===== src/include/pscs_pkg.sv =====
// package for the scan-cycle sequencer: phases, widths and reset values
// assumes a single clock domain and no register bus
package pscs_pkg;
    typedef enum logic [3:0] {
        PH_RESET,
        PH_INIT_CLEAR,
        PH_INIT_CHECK,
        PH_DIAG,
        PH_OUT_REFRESH,
        PH_PROGRAM,
        PH_INTERRUPT,
        PH_IN_REFRESH,
        PH_END,
        PH_COMM,
        PH_FAULT
    } pscs_phase_t;
    localparam int TASK_COUNT = 4;
    localparam int IRQ_SOURCES = 3;
    localparam int IRQ_PERIODIC = 0;
    localparam int IRQ_TIMER = 1;
    localparam int IRQ_CONDITION = 2;
    localparam int PC_WIDTH = 16;
    localparam int IO_WIDTH = 8;
    localparam logic [15:0] PC_RESET = 16'h0000;
    localparam logic [7:0] IO_RESET = 8'h00;
endpackage


===== src/pscs_sequencer.sv =====
// scan-cycle sequencer: init, diagnosis, I/O refresh, program, interrupt,
// end, communication service; RUN/STOP mode handling
// assumes inputs synchronous to i_clk, program engine handshakes by pulses
`timescale 1ns/1ps
module pscs_sequencer #(
    parameter int TASKS = pscs_pkg::TASK_COUNT,
    parameter int IOW = pscs_pkg::IO_WIDTH
) (
    input wire logic i_clk,
    input wire logic i_rstn,
    input wire logic i_run_request,
    input wire logic i_clear_on_run,
    input wire logic i_hold_outputs,
    input wire logic i_program_ok,
    input wire logic i_params_ok,
    input wire logic i_card_ok,
    input wire logic i_bus_ok,
    input wire logic i_sysparam_ok,
    input wire logic i_instr_done,
    input wire logic [pscs_pkg::PC_WIDTH-1:0] i_next_pc,
    input wire logic [7:0] i_next_state,
    input wire logic i_program_end,
    input wire logic i_irq_end,
    input wire logic [pscs_pkg::IRQ_SOURCES-1:0] i_irq,
    input wire logic [TASKS-1:0] i_task_active,
    input wire logic [TASKS-1:0] i_task_enable_instr,
    input wire logic [TASKS-1:0] i_task_disable_instr,
    input wire logic [IOW-1:0] i_digital_in,
    input wire logic [IOW-1:0] i_analog_in,
    input wire logic [IOW-1:0] i_prog_digital_out,
    input wire logic [IOW-1:0] i_prog_analog_out,
    input wire logic i_comm_req,
    input wire logic i_cfg_init_req,
    input wire logic i_download_req,
    input wire logic i_check_req,
    input wire logic i_force_req,
    input wire logic [3:0] i_force_bit,
    input wire logic i_force_value,
    output logic o_run_mode,
    output logic [3:0] o_phase,
    output logic o_clear_nonlatched,
    output logic o_diag_fault,
    output logic o_program_run,
    output logic o_irq_run,
    output logic [pscs_pkg::IRQ_SOURCES-1:0] o_irq_pending,
    output logic [pscs_pkg::PC_WIDTH-1:0] o_resume_pc,
    output logic [7:0] o_resume_state,
    output logic o_resume,
    output logic [TASKS-1:0] o_task_run,
    output logic [TASKS-1:0] o_task_halted,
    output logic [IOW-1:0] o_digital_out,
    output logic [IOW-1:0] o_analog_out,
    output logic [IOW-1:0] o_digital_in_img,
    output logic [IOW-1:0] o_analog_in_img,
    output logic o_comm_apply,
    output logic o_cfg_accept,
    output logic o_cfg_refused,
    output logic [IOW-1:0] o_force_mask
);

////////////////////////////////////////////////////////////////////////////
    typedef struct packed {
        pscs_pkg::pscs_phase_t phase;
        logic run_mode;
        logic clear_nonlatched;
        logic diag_fault;
        logic program_run;
        logic irq_run;
        logic [pscs_pkg::IRQ_SOURCES-1:0] irq_pending;
        logic [pscs_pkg::PC_WIDTH-1:0] resume_pc;
        logic [7:0] resume_state;
        logic resume;
        logic [TASKS-1:0] task_run;
        logic [TASKS-1:0] task_halted;
        logic [TASKS-1:0] task_on;
        logic [IOW-1:0] dig_out;
        logic [IOW-1:0] ana_out;
        logic [IOW-1:0] dig_in;
        logic [IOW-1:0] ana_in;
        logic comm_pending;
        logic comm_apply;
        logic cfg_accept;
        logic cfg_refused;
        logic [IOW-1:0] force_mask;
    } pscs_state_t;

    pscs_state_t st;
    pscs_state_t next_st;
    // synchroniser kept apart: it alone sees the raw reset
    logic [1:0] rst_sync;
    logic rst_sync_n;

    localparam pscs_state_t ST_RESET = '{
        phase: pscs_pkg::PH_RESET,
        resume_pc: pscs_pkg::PC_RESET,
        default: '0
    };

    function automatic logic [IOW-1:0] apply_force(
        input logic [IOW-1:0] value,
        input logic [IOW-1:0] mask,
        input logic [IOW-1:0] level
    );
        apply_force = (value & ~mask) | (level & mask);
    endfunction

    // forcing stores the forced level in the mask bit position of the image
    logic [IOW-1:0] force_sel;
    assign force_sel = IOW'(1) << i_force_bit;

////////////////////////////////////////////////////////////////////////////
    always_comb begin
        next_st = st;
        next_st.clear_nonlatched = 1'b0;
        next_st.comm_apply = 1'b0;
        next_st.cfg_accept = 1'b0;
        next_st.cfg_refused = 1'b0;
        next_st.resume = 1'b0;
        // requests arrive anytime; held until the communication step
        if (i_comm_req) begin
            next_st.comm_pending = 1'b1;
        end
        // latch interrupt events; three separate sources
        next_st.irq_pending = st.irq_pending | i_irq;
        // configuration access depends on current mode
        if (i_cfg_init_req || i_download_req || i_check_req
                || i_force_req) begin
            if (st.run_mode) begin
                next_st.cfg_refused = 1'b1;
            end else begin
                next_st.cfg_accept = 1'b1;
                if (i_force_req) begin
                    next_st.force_mask = st.force_mask | force_sel;
                    next_st.dig_out = i_force_value ?
                        (st.dig_out | force_sel) : (st.dig_out & ~force_sel);
                end
            end
        end
        unique case (st.phase)
            pscs_pkg::PH_RESET: begin
                next_st.phase = pscs_pkg::PH_INIT_CLEAR;
            end
            pscs_pkg::PH_INIT_CLEAR: begin
                next_st.clear_nonlatched = 1'b1;
                next_st.phase = pscs_pkg::PH_INIT_CHECK;
            end
            pscs_pkg::PH_INIT_CHECK: begin
                if (i_program_ok && i_params_ok) begin
                    next_st.phase = pscs_pkg::PH_DIAG;
                end else begin
                    next_st.phase = pscs_pkg::PH_FAULT;
                end
            end
            pscs_pkg::PH_DIAG: begin
                // mode is sampled here only, at the scan boundary
                if (i_run_request && !st.run_mode) begin
                    next_st.run_mode = 1'b1;
                    next_st.clear_nonlatched = i_clear_on_run;
                    next_st.task_halted = '1;
                end else if (!i_run_request && st.run_mode) begin
                    next_st.run_mode = 1'b0;
                end
                if (i_card_ok && i_bus_ok && i_sysparam_ok) begin
                    next_st.diag_fault = 1'b0;
                    next_st.phase = pscs_pkg::PH_OUT_REFRESH;
                end else begin
                    next_st.diag_fault = 1'b1;
                    // a fault stops the CPU at this boundary, not inside a scan
                    next_st.run_mode = 1'b0;
                    next_st.phase = pscs_pkg::PH_FAULT;
                end
            end
            pscs_pkg::PH_OUT_REFRESH: begin
                // program results of the previous scan leave here
                if (st.run_mode) begin
                    next_st.dig_out = i_prog_digital_out;
                    next_st.ana_out = i_prog_analog_out;
                    next_st.force_mask = '0;
                end else if (!i_hold_outputs) begin
                    next_st.dig_out = apply_force(IOW'(0), st.force_mask,
                        st.dig_out);
                    next_st.ana_out = '0;
                end
                next_st.phase = pscs_pkg::PH_IN_REFRESH;
            end
            pscs_pkg::PH_IN_REFRESH: begin
                next_st.dig_in = i_digital_in;
                next_st.ana_in = i_analog_in;
                if (st.run_mode) begin
                    for (int t = 0; t < TASKS; t++) begin
                        if (i_task_disable_instr[t]) begin
                            next_st.task_on[t] = 1'b0;
                        end else begin
                            next_st.task_on[t] = i_task_active[t]
                                || i_task_enable_instr[t];
                        end
                    end
                    next_st.program_run = 1'b1;
                    next_st.phase = pscs_pkg::PH_PROGRAM;
                end else begin
                    next_st.task_on = '0;
                    next_st.phase = pscs_pkg::PH_END;
                end
            end
            pscs_pkg::PH_PROGRAM: begin
                next_st.task_run = st.task_on;
                next_st.task_halted = st.task_halted & ~st.task_on;
                // interrupts wait for the current instruction to finish
                if (st.irq_pending != '0 && i_instr_done) begin
                    next_st.resume_pc = i_next_pc;
                    next_st.resume_state = i_next_state;
                    next_st.irq_run = 1'b1;
                    next_st.program_run = 1'b0;
                    next_st.irq_pending = i_irq;
                    next_st.phase = pscs_pkg::PH_INTERRUPT;
                end else if (i_program_end) begin
                    next_st.program_run = 1'b0;
                    next_st.task_run = '0;
                    next_st.phase = pscs_pkg::PH_END;
                end
            end
            pscs_pkg::PH_INTERRUPT: begin
                if (i_irq_end) begin
                    next_st.irq_run = 1'b0;
                    next_st.resume = 1'b1;
                    next_st.program_run = 1'b1;
                    next_st.phase = pscs_pkg::PH_PROGRAM;
                end
            end
            pscs_pkg::PH_END: begin
                next_st.phase = pscs_pkg::PH_COMM;
            end
            pscs_pkg::PH_COMM: begin
                if (st.comm_pending) begin
                    next_st.comm_apply = 1'b1;
                    next_st.comm_pending = i_comm_req;
                end
                next_st.phase = pscs_pkg::PH_DIAG;
            end
            pscs_pkg::PH_FAULT: begin
                // stays faulted; outputs off, tasks stopped
                next_st.run_mode = 1'b0;
                next_st.program_run = 1'b0;
                next_st.task_run = '0;
                next_st.dig_out = '0;
                next_st.ana_out = '0;
            end
            default: begin
                next_st.phase = pscs_pkg::PH_FAULT;
            end
        endcase
        if (!st.run_mode) begin
            next_st.task_run = '0;
            next_st.irq_run = 1'b0;
        end
    end

////////////////////////////////////////////////////////////////////////////
    // two-stage release; only the second stage gates the rest
    always_ff @(posedge i_clk or negedge i_rstn) begin
        if (!i_rstn) begin
            rst_sync <= 2'h0;
        end else begin
            rst_sync <= {rst_sync[0], 1'b1};
        end
    end

    assign rst_sync_n = rst_sync[1];

    always_ff @(posedge i_clk or negedge rst_sync_n) begin
        if (!rst_sync_n) begin
            st <= ST_RESET;
        end else begin
            st <= next_st;
        end
    end

////////////////////////////////////////////////////////////////////////////
    assign o_run_mode = st.run_mode;
    assign o_phase = st.phase;
    assign o_clear_nonlatched = st.clear_nonlatched;
    assign o_diag_fault = st.diag_fault;
    assign o_program_run = st.program_run;
    assign o_irq_run = st.irq_run;
    assign o_irq_pending = st.irq_pending;
    assign o_resume_pc = st.resume_pc;
    assign o_resume_state = st.resume_state;
    assign o_resume = st.resume;
    assign o_task_run = st.task_run;
    assign o_task_halted = st.task_halted;
    assign o_digital_out = st.dig_out;
    assign o_analog_out = st.ana_out;
    assign o_digital_in_img = st.dig_in;
    assign o_analog_in_img = st.ana_in;
    assign o_comm_apply = st.comm_apply;
    assign o_cfg_accept = st.cfg_accept;
    assign o_cfg_refused = st.cfg_refused;
    assign o_force_mask = st.force_mask;
endmodule


===== config.mk =====
export PLATFORM = sky130hd
export DESIGN_NAME = pscs_sequencer
export DESIGN_NICKNAME = d
export VERILOG_FILES = /design/src/include/pscs_pkg.sv /design/src/pscs_sequencer.sv
export SDC_FILE = /design/constraint.sdc
export NUM_CORES = 1
export LEC_CHECK = 0
export BUFFER_PORTS_ARGS = -buffer_cell sky130_fd_sc_hd__buf_2
export CORE_ASPECT_RATIO = 0.7
export CORE_MARGIN = 2
export CORE_UTILIZATION = 25
export DETAILED_ROUTE_END_ITERATION = 8
export PLACE_DENSITY = 0.5
export SLEW_MARGIN = 0
export SYNTH_ARGS = -nofsm -noshare
export SYNTH_HDL_FRONTEND = slang
export SYNTH_SLANG_ARGS = --single-unit

===== constraint.sdc =====
create_clock -name i_clk -period 3.4 [get_ports i_clk]
set_clock_uncertainty 0.05 [all_clocks]
set_input_delay 0.51 -clock i_clk [delete_from_list [all_inputs] [get_ports i_clk]]
set_output_delay 0.51 -clock i_clk [all_outputs]
set_load 0.03 [all_outputs]

### Word level (Yosys, flattened, before mapping)

Cells that the tools add are included.

| cells by class | value |
|---|---|
| equal/unequal tests | 20 |
| reductions and logical operators | 28 |
| bitwise gates (word level) | 9 |
| shift-type cells | 1 |
| mux-type cells | 53 |

Operator list:

| cell | number |
|---|---|
| 8-bit two-way mux | 8 |
| 4-bit two-way mux | 11 |
| 4-bit case mux with 11 select lines | 1 |
| 16-bit two-way mux | 2 |
| 16-bit case mux with 2 select lines | 1 |
| 28-bit two-way mux | 1 |
| 27-bit two-way mux | 1 |
| 1-bit two-way mux | 18 |
| 8-bit bitwise AND | 2 |
| 4-bit by 3-bit == test with 1-bit output, second input constant | 4 |
| 8-bit bitwise OR | 2 |
| 4-bit case mux with 2 select lines | 2 |
| 4-bit == test, second input constant | 3 |
| 3-bit inequality test, second input constant | 4 |
| 10-bit two-way mux | 1 |
| 4-bit by 2-bit == test with 1-bit output, second input constant | 2 |
| 8-bit NOT | 1 |
| 2-bit AND reduction | 4 |
| 1-bit by 4-bit << shifter with 8-bit output, first input constant | 1 |
| 1-bit logical OR | 7 |
| 1-bit logical AND | 6 |
| 2-bit two-way mux | 3 |
| 2-bit inequality test, second input constant | 3 |
| 3-bit by 1-bit inequality test with 1-bit output, second input constant | 2 |
| 15 further kinds | 21 |

| word-level totals | value |
|---|---|
| register bits after elaboration | 95 |
| word-level logic and storage cells | 134 |
| output and inout bits | 88 |

### Depth between registers and ports, before layout

Gate-level depths: netlist of the first run.

| depth | value |
|---|---|
| depth after elaboration | 10 |
| depth in mapped cells | 7 |

### Worst setup path after synthesis of the first run

No wires, ideal clock.

| timing path | value |
|---|---|
| kind | register to register |
| start | register st (netlist bit o_run_mode) |
| end | register st (netlist bit o_run_mode) |
| cell stages (with the launch flop) | 8 |
| path slack | 1,554 ps |
| setup time | 83 ps |
| buffers on the path | 2 |
| required time | 3,267 ps |
| data arrival time | 1,714 ps |
| clock period less this slack | 1,846 ps |
| cell sequence | dfrtp_1 buf_4 inv_1 clkbuf_1 ha_1 nor3b_1 nand2_1 o21ai_0 |

| between the ends | value |
|---|---|
| word-level cells in the longest chain between the ends | 5 |
| elaborated cells between the ends (all ways) | 8 |
| those cells by class | 1 x eq/ne; 3 x mux; 4 x reduce/logical |

RTL lines:

| item | RTL line | text |
|---|---|---|
| start, declared | pscs_sequencer.sv:87 | `pscs_state_t st;` |
| start signal, assigned | pscs_sequencer.sv:274 | `st <= next_st;` |
| 1-bit logical NOT | -- |  |
| 1-bit logical AND | pscs_sequencer.sv:156 | `if (i_run_request && !st.run_mode) begin` |
| 1-bit two-way mux | pscs_sequencer.sv:156 |  |
| 1-bit two-way mux | pscs_sequencer.sv:163 | `if (i_card_ok && i_bus_ok && i_sysparam_ok) begin` |
| 1-bit case mux with 2 select lines | pscs_sequencer.sv:139 | `unique case (st.phase)` |

Several ways; a longest one is shown, not always the timed one.
A chain may end at the register's enable or synchronous reset.

### Worst setup path after layout of the first run

| timing path | value |
|---|---|
| start | register st (netlist bit o_phase[2]) |
| end | register st (netlist bit o_resume_state[1]) |

| between the ends | value |
|---|---|
| word-level cells in the longest chain between the ends | 2 |

RTL lines:

| item | RTL line |
|---|---|
| 4-bit by 3-bit == test with 1-bit output | pscs_sequencer.sv:139 |
| 2-bit AND reduction (no line) | -- |

Every way passes these cells.

==> out/metrics.csv, run 1 <==
metric;value;unit
placed wire-length estimate after detailed placement;9500;µm
main area contributors after synthesis;sky130_fd_sc_hd__dfrtp_1 (49%), sky130_fd_sc_hd__buf_4 (13%), sky130_fd_sc_hd__mux2_2 (9.4%);
CP required;3.58;ns
Max rail drop VDD;200;µV
Min-Delay Path Class;input pin to flip-flop;
crit path time final;2.27;ns
average detailed-routed wire length per instance;15.6;µm
clock tree root buffer cell;sky130_fd_sc_hd__clkbuf_16;
mux cell area share after synthesis;10.9;%
maximum clock path buffer count;2;
Net Sw Power;1.02;mW
count of standard-cell rows;42;
cell count after synthesis;443;
P&R area growth vs syn;17.8;%
Via density;4.45;
synthesized area;4890;µm²
path type of the worst setup path;flip-flop to flip-flop;
maximum clock frequency;0.440;GHz
share of flip-flops with an asynchronous set or reset;100;%
cell types with the highest counts after synthesis;sky130_fd_sc_hd__dfrtp_1 (95), sky130_fd_sc_hd__buf_4 (85), sky130_fd_sc_hd__mux2_2 (41), sky130_fd_sc_hd__nand2_1 (27);
post-synth top area share;48.7;%
share of power burned in combinational logic;22.7;%
leakage power figure;2.75;nW
Buffers on Ports;181;
vias in the first global route;3535;
proportion of power drawn by the clock network;33.8;%
chip height;121;µm
CTS tree;built;
cells traversed along the worst timing path;and2b_1 > nand2_2 > nor2_4 > mux2_2;
number of top-level pins;182;
number of DRC markers after the initial detailed-route iteration;186;
number of hold violations in the final report;0;
Post-CTS Hold Buffers;1;
switching part of the total;33.0;%
TNS Setup;0;ns
Netlist cell types;57;
CTS H-tree lvls;3;
remaining routing DRC violations;0;
number of warnings reported in the yosys synthesis log;0;
Post-Synth XOR/XNOR Area;0;%
max cap viols;0;
adder-cell share of the synthesized area;0.256;%
post-CTS setup buffer count;0;
wire length of the first global-routing pass;19200;µm
clock sink count;95;
Slowest Stage Delay on Critical Path;0.68;ns
Primary FF master, synth;sky130_fd_sc_hd__dfrtp_1;
final slew viol count;0;
crit path capture type;flip-flop;
most used standard cell by instance count after synthesis;sky130_fd_sc_hd__dfrtp_1;
post-placement worst setup slack;1.14;ns
setup repair after global routing missed its margin;no;
count of flip-flops with a built-in enable after synthesis;0;
Sequential Power Share;43.5;%
largest family of logic cells by synthesized area;buffers and inverters;
P_int;2.06;mW
clock slew seen by the registers of the worst setup and hold paths;0.07;ns
Yosys top cell by area;sky130_fd_sc_hd__dfrtp_1;
placeable core area;19000;µm²
starting density of the core;25.7;%
simple-gate portion of the synthesized area;10.3;%
pin count of the biggest net entering global routing;71;
net count of the mapped netlist;538;
number of endpoints failing setup at the final stage;0;
Critical Path Slowest Stage Cell;sky130_fd_sc_hd__dfrtp_1;
area of the die;20700;µm²
worst-margin pin slew;0.937;ns
Worst Setup Start Kind;flip-flop;
Inserted Clock Buffers;9;
synthesized area per cell;11.0;µm²
headroom to the max-slew limit;37.5;%
result of the run;finished clean;
global route overflow;0;
total routing resource utilization after global routing;12.3;%
length of the first detailed-routing pass in iterations;5;
routability cong.;0.792;
part of the cycle the worst path needs;66.8;%
Compound-Gate Fraction of Synth Area;14.3;%
FF+latch count, synth;95;
power per cell area;535;nW/µm²
floorplan die width;171;µm
worst setup slack after layout;1.13;ns
post-detailed-routing wire length;12600;µm
CP Max Fanout;24;
Antenna Violating Nets Remaining;0;
sequential element share of the synthesized area;48.7;%
antenna violations before repair;5;
clock latency of the later-clocked register in the worst-skew pair;0.35;ns
Via Count;3597;
critical path arrival;2.45;ns
# resized after CTS;0;
number of nets in the layout;632;
share of layout cells above drive strength 1;47.4;%
-- power groups by stage --
stage / Clock [mW] / Sequential [mW] / Combinational, mW
2_1_floorplan: 0 / 1.32 / 0.616
3_3_place_gp: 0 / 1.36 / 0.698
3_5_place_dp: 0 / 1.36 / 0.701
4_1_cts: 1.09 / 1.34 / 0.703
5_1_grt: 1.14 / 1.36 / 0.753
6_report: 1.04 / 1.34 / 0.698
-- final timing paths --
kind	cells past startpoint	start	slack, ns	end
min	2	i_irq[2]	0.29	o_irq_pending[2]
max reg2reg	4	o_phase[2]	1.13	o_resume_state[1]
max	4	o_phase[2]	1.13	o_resume_state[1]
max in group asynchronous	1	rst_sync[1]	1.99	o_resume_pc[11]
min reg2reg	0	rst_sync[0]	0.31	rst_sync[1]
min in group asynchronous	2	i_rstn	0.43	rst_sync[1]
-- layer usage --
metal / global-route usage, % / wire length (µm) / vias to the layer above
met5: 0 / 8 / -
met4: 3.50 / 135 / 2
met3: 4.99 / 1110 / 11
met2: 18.1 / 5520 / 161
met1: 16.5 / 5830 / 1728
li1: - / - / 1695
-- registers in the layout (all words and copies together), names as in the netlist, 2 cells and up --
name / flops
rst_sync: 2
o_phase: 4
o_irq_pending: 3
o_task_run: 4
o_resume_pc: 16
o_digital_in_img: 8
o_analog_out: 8
o_task_halted: 4
o_analog_in_img: 8
o_force_mask: 8
st: 5
o_digital_out: 8
o_resume_state: 8
-- placed cells by master (no fill, tap or decap), types with 8 or more instances in the layout --
cell / count
sky130_fd_sc_hd__a21oi_1: 19
sky130_fd_sc_hd__dfrtp_1: 94
sky130_fd_sc_hd__o22ai_1: 8
sky130_fd_sc_hd__mux2_2: 41
sky130_fd_sc_hd__a31oi_1: 11
sky130_fd_sc_hd__a22o_1: 12
sky130_fd_sc_hd__buf_2: 181
sky130_fd_sc_hd__nand2_1: 27
sky130_fd_sc_hd__nor2_1: 19
sky130_fd_sc_hd__o21ai_0: 15
sky130_fd_sc_hd__clkbuf_16: 9
sky130_fd_sc_hd__a21o_1: 10
-- kinds of logic after synthesis --
kind of cell,Yosys count
adders and majority gates,1
AOI/OAI and AO/OA,102
muxes,48
and+or+nand+nor,86
DFF,95
buffers and inverters,110
other,1
-- worst max-delay path, delay by kind of cell, from the launching register on --
kind	cells	cell delay, ns
flops	1	0.68
mux	1	0.41
simple gates	3	1.00
-- cell type report --
type / count / area (µm²)
sequential: 95 / 2380
tap: 264 / 330
clock buffer: 9 / 225
fill: 1977 / 13300
clock inverter: 7 / 80.1
antenna: 3 / 7.51
multi-input combinational: 238 / 1760
inverter: 7 / 26.3
timing repair buffer: 186 / 946
-- through the flow --
| step | hold slack (ns) | utilization, % | cells | instance area (µm²) | total power [mW] |
|---|---|---|---|---|---|
| after detailed placement | 0.247 | 28.6 | 789 | 5430 | 2.06 |
| after global placement | 0.246 | 28.6 | 789 | 5430 | 2.06 |
| after CTS | 0.268 | 30.2 | 806 | 5750 | 3.14 |
| final | 0.288 | 30.3 | 809 | 5760 | 3.08 |
| after global routing | 0.269 | 30.2 | 806 | 5750 | 3.25 |
| after floorplan | 0.164 | - | 443 | 4890 | 1.94 |
Note: power is estimated with default switching activity, not from simulation.
==> run 2, diff against run 1 <==
Settings changed: PLACE_DENSITY 0.5 to 0.52.
Clock period 3.4 ns to 1.8 ns, I/O delays scaled along.
==> out/metrics.csv, run 2 (synthesis gave the netlist of run 1 again) <==
metric;value;unit;change
share of power burned in combinational logic;24.9;%;+2.2 points
CP required;1.99;ns;-1.59 ns
Buffers on Ports;181;;unchanged
number of top-level pins;182;;unchanged
pin count of the biggest net entering global routing;35;;-51%
clock sink count;95;;unchanged
clock slew seen by the registers of the worst setup and hold paths;0.07;ns;about the same
Sequential Power Share;40.8;%;-2.7 points
number of cells on the worst hold path;2;;unchanged
total routing resource utilization after global routing;13.1;%;+0.82 points
Min-Delay Path Class;input pin to flip-flop;;
post-detailed-routing wire length;13200;µm;+5.0%
leakage power figure;2.91;nW;+5.8%
average detailed-routed wire length per instance;16.0;µm;+2.5%
P_int;4.00;mW;+94%
met1 Resource Use GR;17.0;%;+0.57 points
maximum clock path buffer count;2;;unchanged
area of the die;20700;µm²;unchanged
vias in the first global route;3776;;+6.8%
placed wire-length estimate after detailed placement;9770;µm;+2.8%
kind of cell adding the most delay to the critical path;buffers and inverters;;
number of hold violations in the final report;0;;unchanged
routability cong.;0.807;;+2.0%
result of the run;finished clean;;
number of nets in the layout;655;;+3.6%
Critical path buffers and inverters;3;;+3
Net Sw Power;2.06;mW;+100%
critical path arrival;1.89;ns;-0.56 ns
max reg flops;16;;unchanged
floorplan die width;171;µm;unchanged
path type of the worst setup path;flip-flop to flip-flop;;
commonest cells after routing, fill and taps aside;sky130_fd_sc_hd__buf_2 (181), sky130_fd_sc_hd__dfrtp_1 (93), sky130_fd_sc_hd__mux2_2 (41);;
CTS tree;built;;
number of endpoints failing setup at the final stage;0;;unchanged
Worst Setup Start Kind;flip-flop;;
final slew viol count;0;;unchanged
starting density of the core;25.7;%;unchanged
crit path capture type;flip-flop;;
setup repair after global routing missed its margin;no;;
crit path time final;1.70;ns;-0.569 ns
switching part of the total;34.0;%;+0.92 points
Antenna Violating Nets Remaining;0;;unchanged
final hold slack;0.0477;ns;-0.240 ns
cells traversed along the worst timing path;buf_4 > buf_4 > nor4bb_4 > buf_4 > nand2_1 > a21o_1;;
share of layout cells above drive strength 1;49.7;%;+2.3 points
TNS Setup;0;ns;unchanged
proportion of power drawn by the clock network;34.4;%;+0.6 points
length in cells of the worst reg-to-reg path;6;;+2
antenna violations before repair;0;;-5
CTS H-tree lvls;3;;unchanged
met2 demand-to-capacity share in global routing;19.5;%;+1.4 points
wire length of the first global-routing pass;20400;µm;+6.5%
Critical Path Slowest Stage Cell;sky130_fd_sc_hd__dfrtp_1;;
commonest non-fill, non-tap cell in the layout;sky130_fd_sc_hd__buf_2;;
Via Count;3648;;+1.4%
Inserted Clock Buffers;9;;unchanged
number of DRC markers after the initial detailed-route iteration;153;;-18%
Max rail drop VDD;508;µV;+150%
maximum clock frequency;0.588;GHz;+33%
critical path's most frequent cell;sky130_fd_sc_hd__buf_4;;
P&R area growth vs syn;23.3;%;
CP Max Fanout;13;;-46%
number of cells on the critical path;6;;+2
count of inserted antenna diode cells;0;;-3
Via density;4.40;;-1.0%
global route overflow;0;;unchanged
chip height;121;µm;unchanged
clock tree root buffer cell;sky130_fd_sc_hd__clkbuf_16;;
count of standard-cell rows;42;;unchanged
length of the first detailed-routing pass in iterations;4;;-1
met3 Track Usage GR;6.43;%;+1.4 points
part of the cycle the worst path needs;94.5;%;+28 points
power per cell area;1000;nW/µm²;+88%
clock latency of the later-clocked register in the worst-skew pair;0.36;ns;about the same
placeable core area;19000;µm²;unchanged
max cap viols;0;;unchanged
most used routing layer;met2;;
remaining routing DRC violations;0;;unchanged
Slowest Stage Delay on Critical Path;0.39;ns;-0.29 ns
-- run 2: path summary, 6_finish.rpt --
| kind | slack [ns] | end | start |
|---|---|---|---|
| setup / recovery | 0.1 | o_irq_pending[0] | o_phase[1] |
| hold / removal | 0.05 | o_irq_pending[2] | i_irq[2] |
| setup reg to reg | 0.1 | o_irq_pending[0] | o_phase[1] |
| hold reg to reg | 0.22 | o_task_run[3] | rst_sync[1] |
| max in group asynchronous | 0.93 | o_run_mode | rst_sync[1] |
| min in group asynchronous | 0.20 | rst_sync[0] | i_rstn |
-- run 2: through the flow --
stage | worst slack (ns) | total power [mW] | util, % | cell area (µm²) | cells
after floorplan | 0.0255 | 3.66 | - | 4890 | 443
after global placement | -0.00963 | 3.99 | 29.8 | 5660 | 811
after detailed placement | -0.0453 | 4.01 | 29.8 | 5660 | 811
after CTS | 0.0410 | 6.16 | 31.6 | 6020 | 829
after global routing | 0.0114 | 6.40 | 31.7 | 6030 | 829
final | 0.0983 | 6.05 | 31.7 | 6030 | 829
-- run 2: worst reg2reg max path, delay by kind of cell (launching register included) --
kind	cells	cell delay, ns
compound gates	1	0.20
flops	1	0.39
simple gates	2	0.42
buf+inv	3	0.54
-- run 2: final cells by class --
cell class	count	area, µm²
fillers	1992	13000
flip-flops and latches	95	2380
multi-input cells	239	1790
repair buffers	208	1170
well taps	264	330
clock buffers	9	225
clock inverters	7	100
inverters	7	26.3
-- run 2: routing by layer --
layer	wire, µm	vias up
met3	1390	10
met4	141	0
met2	5740	157
met5	0	-
li1	-	1725
met1	5970	1756
-- run 2: power groups by stage --
stage / clock (mW) / sequential [mW] / combinational (mW)
after global placement: 0 / 2.51 / 1.48
after detailed placement: 0 / 2.51 / 1.50
after global routing: 2.27 / 2.50 / 1.63
final: 2.08 / 2.47 / 1.50
after floorplan: 0 / 2.50 / 1.16
after CTS: 2.18 / 2.47 / 1.51
-- run 2: what timing repair did --
action                     CTS  global route
setup endpoints to repair   24             7
pin swaps                    1             1
buffers inserted             0             0
gates resized for setup      2             1
cloned                       1             0
hold buffers                 1             0
hold endpoints to repair     2             0
